==> src/rtl/delay_pkg.sv <==
// Shared constants for the serial delay-setting link
package delay_pkg;
	localparam int SETTING_WIDTH = 8;
	localparam int TAP_COUNT     = 256;
	localparam logic [7:0] SETTING_RESET = 8'h00;
	localparam logic [7:0] CODE_MIN      = 8'h00;
	localparam logic [7:0] CODE_MAX      = 8'hFF;
	// Core clock rate and serial timing
	localparam int CLK_PERIOD_NS  = 100;
	localparam int SCLK_HALF_NS   = 400;
	localparam int SCLK_HALF_CYC  = (SCLK_HALF_NS + CLK_PERIOD_NS - 1) / CLK_PERIOD_NS;
	localparam int SETTLE_US      = 50;
	localparam int SETTLE_CYC     = (SETTLE_US * 1000 + CLK_PERIOD_NS - 1) / CLK_PERIOD_NS;
	localparam int CHAIN_DEVICES  = 1;
endpackage

==> src/rtl/delay_link_if.sv <==
// Four-wire link between host and delay-setting device
`timescale 1ns/100ps
`default_nettype none
interface delay_link_if;
	logic load_en;    // Load window, high opens shifting
	logic sclk;       // Serial clock
	logic sdin;       // Serial data into device
	logic sdout;      // Serial data out of device
	modport device (input load_en, input sclk, input sdin, output sdout);
	modport host (output load_en, output sclk, output sdin, input sdout);
endinterface
`default_nettype wire

==> src/rtl/delay_setting_host.sv <==
// Host end: writes or reads settings over the four-wire link
`timescale 1ns/100ps
`default_nettype none
module delay_setting_host #(
	parameter int DEVICES    = delay_pkg::CHAIN_DEVICES,
	parameter int SETTLE_CYC = delay_pkg::SETTLE_CYC
) (
	// Clock and reset
	input  wire logic                  core_clk,
	input  wire logic                  reset,
	// Link
	delay_link_if.host                 link,
	// User request
	input  wire logic                  start,
	input  wire logic                  read_mode,
	input  wire logic [DEVICES*8-1:0]  wr_data,
	// User answer
	output logic                       busy,
	output logic                       done,
	output logic [DEVICES*8-1:0]       rd_data
);
	localparam int NBITS = DEVICES * delay_pkg::SETTING_WIDTH;
	typedef enum logic [2:0] {
		ST_IDLE   = 3'b000,
		ST_LOW    = 3'b001,
		ST_HIGH   = 3'b010,
		ST_CLOSE  = 3'b011,
		ST_SETTLE = 3'b100
	} state_t;
	state_t           state_reg;
	logic [NBITS-1:0] data_reg;
	logic [NBITS-1:0] cap_reg;
	logic             rd_reg;
	logic [15:0]      bit_cnt_reg;
	logic [19:0]      tick_reg;
	logic [1:0]       q_sync_reg;
	logic             en_reg;
	logic             sclk_reg;
	logic             sdin_reg;

	always_ff @(posedge core_clk) begin
		q_sync_reg <= {q_sync_reg[0], link.sdout};
	end

	// Sequencer: half periods of the serial clock, then settle wait
	always_ff @(posedge core_clk) begin
		if (reset) begin
			state_reg   <= ST_IDLE;
			en_reg      <= 1'b0;
			sclk_reg    <= 1'b0;
			sdin_reg    <= 1'b0;
			busy        <= 1'b0;
			done        <= 1'b0;
			rd_reg      <= 1'b0;
			data_reg    <= '0;
			cap_reg     <= '0;
			rd_data     <= '0;
			bit_cnt_reg <= '0;
			tick_reg    <= '0;
		end else begin
			done <= 1'b0;
			case (state_reg)
				ST_IDLE: begin
					if (start) begin
						busy        <= 1'b1;
						rd_reg      <= read_mode;
						data_reg    <= wr_data;
						en_reg      <= 1'b1;
						bit_cnt_reg <= 16'(NBITS);
						tick_reg    <= 20'(delay_pkg::SCLK_HALF_CYC);
						state_reg   <= ST_LOW;
					end
				end
				ST_LOW: begin
					if (tick_reg == 20'h00001) begin
						// Readback returns the observed bit to keep the setting
						sdin_reg <= rd_reg ? q_sync_reg[1] : data_reg[NBITS-1];
						cap_reg  <= {cap_reg[NBITS-2:0], q_sync_reg[1]};
						data_reg <= {data_reg[NBITS-2:0], 1'b0};
						tick_reg <= 20'(delay_pkg::SCLK_HALF_CYC);
						state_reg <= ST_HIGH;
					end else begin
						tick_reg <= tick_reg - 20'h00001;
					end
				end
				ST_HIGH: begin
					// Rise early enough that the pulse stands two core cycles
					if (tick_reg == 20'(delay_pkg::SCLK_HALF_CYC / 2 + 1)) begin
						sclk_reg <= 1'b1;
					end
					if (tick_reg == 20'h00001) begin
						sclk_reg    <= 1'b0;
						bit_cnt_reg <= bit_cnt_reg - 16'h0001;
						tick_reg    <= 20'(delay_pkg::SCLK_HALF_CYC);
						state_reg   <= (bit_cnt_reg == 16'h0001) ? ST_CLOSE : ST_LOW;
					end else begin
						tick_reg <= tick_reg - 20'h00001;
					end
				end
				ST_CLOSE: begin
					if (tick_reg == 20'h00001) begin
						en_reg    <= 1'b0;
						tick_reg  <= 20'(SETTLE_CYC);
						state_reg <= ST_SETTLE;
					end else begin
						tick_reg <= tick_reg - 20'h00001;
					end
				end
				ST_SETTLE: begin
					if (tick_reg == 20'h00001) begin
						busy      <= 1'b0;
						done      <= 1'b1;
						rd_data   <= cap_reg;
						state_reg <= ST_IDLE;
					end else begin
						tick_reg <= tick_reg - 20'h00001;
					end
				end
				default: state_reg <= ST_IDLE;
			endcase
		end
	end

	assign link.load_en = en_reg;
	assign link.sclk    = sclk_reg;
	assign link.sdin    = sdin_reg;
endmodule // delay_setting_host
`default_nettype wire

==> src/flat_wrapper.sv <==
// flat-port wrapper written by rule: the top's interface ports become plain ports
module delay_setting_host_flat 
#(
	parameter int DEVICES    = delay_pkg::CHAIN_DEVICES,
	parameter int SETTLE_CYC = delay_pkg::SETTLE_CYC
)
  (core_clk, reset, start, read_mode, wr_data, busy, done, rd_data, link_load_en, link_sclk, link_sdin, link_sdout);
  delay_link_if link_i ();
  input  wire logic core_clk;
  input  wire logic reset;
  input  wire logic start;
  input  wire logic read_mode;
  input  wire logic [DEVICES*8-1:0] wr_data;
  output logic busy;
  output logic done;
  output logic [DEVICES*8-1:0] rd_data;
  output wire logic [$bits(link_i.load_en)-1:0] link_load_en;
  output wire logic [$bits(link_i.sclk)-1:0] link_sclk;
  output wire logic [$bits(link_i.sdin)-1:0] link_sdin;
  input wire logic [$bits(link_i.sdout)-1:0] link_sdout;
  assign link_load_en = link_i.load_en;
  assign link_sclk = link_i.sclk;
  assign link_sdin = link_i.sdin;
  assign link_i.sdout = link_sdout;
  delay_setting_host #(.DEVICES(DEVICES), .SETTLE_CYC(SETTLE_CYC)) u_core (.core_clk(core_clk), .reset(reset), .link(link_i), .start(start), .read_mode(read_mode), .wr_data(wr_data), .busy(busy), .done(done), .rd_data(rd_data));
endmodule
==> config.mk <==
export PLATFORM = sky130hd
export DESIGN_NAME = delay_setting_host_flat
export DESIGN_NICKNAME = d
export VERILOG_FILES = /design/src/rtl/delay_pkg.sv /design/src/rtl/delay_link_if.sv /design/src/rtl/delay_setting_host.sv /design/src/flat_wrapper.sv
export SDC_FILE = /design/constraint.sdc
export NUM_CORES = 1
export LEC_CHECK = 0
export BUFFER_PORTS_ARGS = -buffer_cell sky130_fd_sc_hd__buf_4
export CORE_ASPECT_RATIO = 1.5
export CORE_MARGIN = 3
export CORE_UTILIZATION = 30
export CTS_BUF_LIST = sky130_fd_sc_hd__clkbuf_8
export DETAILED_ROUTE_END_ITERATION = 10
export PLACE_DENSITY_LB_ADDON = 0.2
export SLEW_MARGIN = 20
export SYNTH_ARGS = -nofsm -noshare
export SYNTH_HDL_FRONTEND = slang
export SYNTH_SLANG_ARGS = --single-unit
==> constraint.sdc <==
create_clock -name core_clk -period 3.03 [get_ports core_clk]
set_input_delay 0.606 -clock core_clk [delete_from_list [all_inputs] [get_ports core_clk]]
set_output_delay 0.606 -clock core_clk [all_outputs]
set_load 0.01 [all_outputs]
==> flow_summary.ini, run 1 <==
[placed_design]
dp.cells = 587
port_buffers = 25
place_hpwl_um = 6288
place_congestion = 0.9097
place_ws_ps = 269.1
placed_area_sq_mm = 0.003872

[min_path]
hold_class = register to register

[global_route]
grt_pass1_vias = 3007
grt_use_met3 = 0.03315
gr-total-overflow = 0
met1_usage = 0.1677
grt_max_degree = 53
grt_pass1_wl_um = 14710
antenna_found_initial = 0
top_usage_layer = met2
grt_usage = 0.1407
grtUsageMet2 = 0.2354

[critical_path]
cp.required_ps = 3320
start_kind = register
critPathCaptureType = register
cp_max_fo = 31
arrival_ps = 2860
critPathKind = register to register

[cells_and_area]
layout_common_cells = dfxtp_1, nand2_1, a21oi_1
largest_reg_flops = 20
fin_nets = 469
design_area_sq_mm = 0.004066
diodes = 0
drive_gt1_frac = 0.1535
syn_to_final_growth_pct = 15.91
layout.cells.non_filler = 603
fin_util = 0.3620
final_common_cell = dfxtp_1

[sta]
period_share = 0.8461
setup_tns_ps = 0
holdWs_ps = 334.0
slew_viol_final = 0
rsz0062_at_grt = no
tightestPinTransition_ps = 644.5
fin_crit_ps = 2564
finClkSkew_ps = 7.121
max_slew_margin = 0.5643
setup_ws_ps = 466.3
finalSetupViolations = 0
hold_viol_final = 0
fmax_ghz = 0.3901

[power]
p_total_mw = 2.525
power.leakage_nw = 1.462
max-vdd-ir-drop_mv = 0.2685
cellPowerDensity_mw_per_mm2 = 620.9

[clock_tree]
htreeDepth = 3
cts-root-buf = clkbuf_8
cts_buffers = 9
max-clock-path-buffers = 2
clock_latency_ps = 360
cts-resized-gates = 0
cts_hold_buf = 0
cts_tree = yes
path_clk_slew_ps = 90
cts_sinks = 71
post-cts-setup-buffers = 0

[synthesis]
netlist_area_sq_mm = 0.003508
synth.top_cell.area_share = 0.4051
yosysTopAreaCell = dfxtp_1
yosysSeqAreaShare = 0.4051
syn_nets = 446
synth_edf_count = 0
syn_area_per_cell_sq_um = 8.197
synth-seq-cells = 71
synthTopCellsByArea = dfxtp_1, a21oi_1, nand2_1
yosysWarnings = 0
ys_async_sr_fraction = 0
synthFlopType = dfxtp_1
ys_types = 50
syn_inst = 428

[run_status]
status = completed

[die]
die_h_um = 138.4
die_w_um = 94.30
top_level_ports = 26
num_rows = 47
core_region_area_sq_mm = 0.01123
start_util = 0.3124
die_area_sq_mm = 0.01305

[drt]
dr.pass1.iters = 5
drt_wl_total_um = 8995
antenna_left = 0
drt-vias-per-instance = 5.481
via_count = 3305
wl_per_cell_um = 14.92
drtIter0Drc = 140
remaining_drc_errors = 0

[job]
cap_viol_max_count = 0
## critical path, stage by stage (launching register included)
cell and delay [ps]:
dfxtp_1 350, inv_1 90, ha_1 160, or4b_4 470, nor3_1 210, buf_4 220
a31oi_4 280, or4_1 560, a21oi_1 150
## Yosys cell counts (3+ instances only)
cell       n
a21oi_1   49
nor4_1     8
clkbuf_1  20
nand3_1   10
nor3_1    12
or4_1     21
a211oi_1  11
o211ai_1   7
nand2_1   49
o31ai_1   12
inv_1     10
a31oi_1    3
dfxtp_1   71
a41oi_1    3
or2_2      7
nor2_1    25
o21ai_0   23
nand2b_1   7
nor4b_1    3
or3_1     22
ha_1       5
buf_2      5
mux2i_1   10
## logic make-up (layout without fill, tap and decap cells)
family / after synthesis / after routing / share of synthesized area
simple gates: 175 / 175 / 0.2671
compound gates: 127 / 127 / 0.2286
buf+inv: 37 / 65 / 0.04458
mux: 11 / 11 / 0.03174
fa+ha+maj: 5 / 5 / 0.01783
flops: 71 / 71 / 0.4051
xor+xnor: 2 / 2 / 0.004994
## layout make-up
type	instances	area, sq um
clock buffers	9	123.9
clock inverters	7	61.31
repair buffers	39	292.8
fillers	1172	7166
flip-flops and latches	71	1421
well taps	147	183.9
multi-input cells	320	1946
inverters	10	37.54
## layer usage
layer / share of wire / up-vias
met4: 0.024 / 0
met5: 0 / -
li1: - / 1647
met2: 0.51 / 68
met1: 0.43 / 1573
met3: 0.039 / 17
## worst paths after layout
check / start / end / slack, ps / cells after the start
max: u_core.tick_reg[1] / u_core.bit_cnt_reg[12] / 470 / 8
min: u_core.q_sync_reg[0] / u_core.q_sync_reg[1] / 330 / 0
max reg2reg: u_core.tick_reg[1] / u_core.bit_cnt_reg[12] / 470 / 8
min reg2reg: u_core.q_sync_reg[0] / u_core.q_sync_reg[1] / 330 / 0
## power by group
group,internal [mW],switching (mW),total (mW)
logic,0.287,0.434,0.722
clock network,0.312,0.411,0.724
registers,1.00,0.0751,1.08
total,1.60,0.921,2.52
Note: power is estimated with default switching activity, not from simulation.
==> run 2: changes to the inputs <==
==> constraint.sdc (replaced) <==
create_clock -name core_clk -period 2.5 [get_ports core_clk]
set_input_delay 0.5 -clock core_clk [delete_from_list [all_inputs] [get_ports core_clk]]
set_output_delay 0.5 -clock core_clk [all_outputs]
set_load 0.01 [all_outputs]
==> run 2 against run 1 <==
Compared with the run above: global-route usage rose by 0.62 points; first-iteration DRC count up 32%; total power grew 28%; count of clock-buffer cells in the layout unchanged; clock power is 31% higher; register-to-register slack worse by 340 ps; clock skew fell by 1.0 ps; fmax is 7.9% higher; critical path type unchanged; critical endpoint is now u_core.tick_reg[5].
==> flow_summary.ini, run 2 (synthesis gave the netlist of run 1 again) <==
[run_status]
status = completed

[power]
power.leakage_nw = 1.569
power_frac_comb = 0.306
p_sw_mw = 1.129
p_sw_frac = 0.3490
seq_power_share = 0.400
clock_power_share = 0.294
internal_power_mw = 2.106
cellPowerDensity_mw_per_mm2 = 761.0
max-vdd-ir-drop_mv = 0.4109

[global_route]
grt_pass1_vias = 3175
grt_max_degree = 53
grt_pass1_wl_um = 15460
gr-total-overflow = 0
grt_usage = 0.1469
antenna_found_initial = 0

[sta]
max_slew_margin = 0.6033
fin_crit_ps = 2376
finalSetupViolations = 0
slew_viol_final = 0
fmax_ghz = 0.4209
holdWs_ps = 243.5
setup_tns_ps = 0
period_share = 0.9504
tightestPinTransition_ps = 589.6
hold_viol_final = 0
rsz0062_at_grt = no
finClkSkew_ps = 6.092

[clock_tree]
clock_latency_ps = 350
cts_tree = yes
htreeDepth = 3
cts-root-buf = clkbuf_8
max-clock-path-buffers = 2
path_clk_slew_ps = 80
cts_hold_buf = 0
cts_buffers = 9
cts_sinks = 71

[drt]
via_count = 3331
dr.pass1.iters = 5
drt-vias-per-instance = 5.364
drt_wl_total_um = 9282
antenna_left = 0
drtIter0Drc = 185
remaining_drc_errors = 0
wl_per_cell_um = 14.95

[job]
cap_viol_max_count = 0

[cells_and_area]
fin_nets = 487
layout_common_cells = dfxtp_1, buf_4, nand2_1, a21oi_1, nor2_1
final_common_cell = dfxtp_1
n_fill_cell = 1185
largest_reg_flops = 20
syn_to_final_growth_pct = 21.18
drive_gt1_frac = 0.1941
diodes = 0

[min_path]
hold_class = input port to register

[placed_design]
port_buffers = 25
place_hpwl_um = 6572
place_congestion = 0.8207

[die]
die_w_um = 94.30
die_h_um = 138.4
core_region_area_sq_mm = 0.01123
die_area_sq_mm = 0.01305
top_level_ports = 26
num_rows = 47
start_util = 0.3124

[critical_path]
critPathKind = register to register
critPathCaptureType = register
arrival_ps = 2640
cp_max_fo = 10
start_kind = register
cp.required_ps = 2760
==> run 2: changes by cell type in the layout (fill, tap and decap cells not counted), sizes merged <==
cell,change
inv,-1
buf,+18
bufinv,+1
==> run 2: power by group through the flow <==
stage | clock [mW] | combinational [mW] | sequential, mW
floorplan | 0 | 0.633 | 1.30
global placement | 0 | 0.959 | 1.32
detailed placement | 0 | 0.969 | 1.32
CTS | 0.996 | 0.973 | 1.29
global route | 1.03 | 1.10 | 1.31
finish | 0.951 | 0.991 | 1.29
==> run 2: area by class of cell <==
class | instances | area [sq um] | share of cell area
clock buffer | 9 | 123.9 | 0.02913
tap | 147 | 183.9 | 0.04326
inverter | 10 | 37.54 | 0.008829
timing repair buffer | 57 | 452.9 | 0.1065
clock inverter | 7 | 80.08 | 0.01883
sequential | 71 | 1421 | 0.3343
multi-input combinational | 320 | 1952 | 0.4591
==> run 2: per-stage QoR <==
stage	worst slack (ps)	instance area [sq um]	util	total power, mW	std cells
CTS	62.64	4222	0.3758	3.261	619
detailed placement	115.1	4018	0.3577	2.288	603
global placement	131.5	4018	0.3577	2.276	603
finish	123.9	4252	0.3785	3.235	621
floorplan	138.0	3508	-	1.933	428
global route	11.11	4252	0.3785	3.435	621
==> run 2: metal layers <==
| metal | track usage | part of all wire |
|---|---|---|
| met1 | 0.1722 | 0.44 |
| met2 | 0.2489 | 0.51 |
| met3 | 0.03261 | 0.028 |
| met4 | 0.07078 | 0.028 |
| met5 | 0 | 0 |
==> run 2: final timing paths <==
kind	startpoint	to	slack, ps	cells after the start
worst max-delay path	u_core.tick_reg[4]	u_core.tick_reg[5]	120	5
worst min-delay path	link_sdout	u_core.q_sync_reg[0]	240	1
worst max register to register	u_core.tick_reg[4]	u_core.tick_reg[5]	120	5
worst min register to register	u_core.q_sync_reg[0]	u_core.q_sync_reg[1]	330	0
==> run 2: worst max-delay path: stages, from the launching register on <==
cell,delay [ps]
dfxtp_1,360
or4_1,600
or3_4,490
o31a_1,250
a311o_1,320
o32ai_1,260
==> run 2: repair_timing <==
item | CTS | global route
setup endpoints to repair | 0 | 4
resized for setup | 0 | 4
setup buffers | 0 | 2
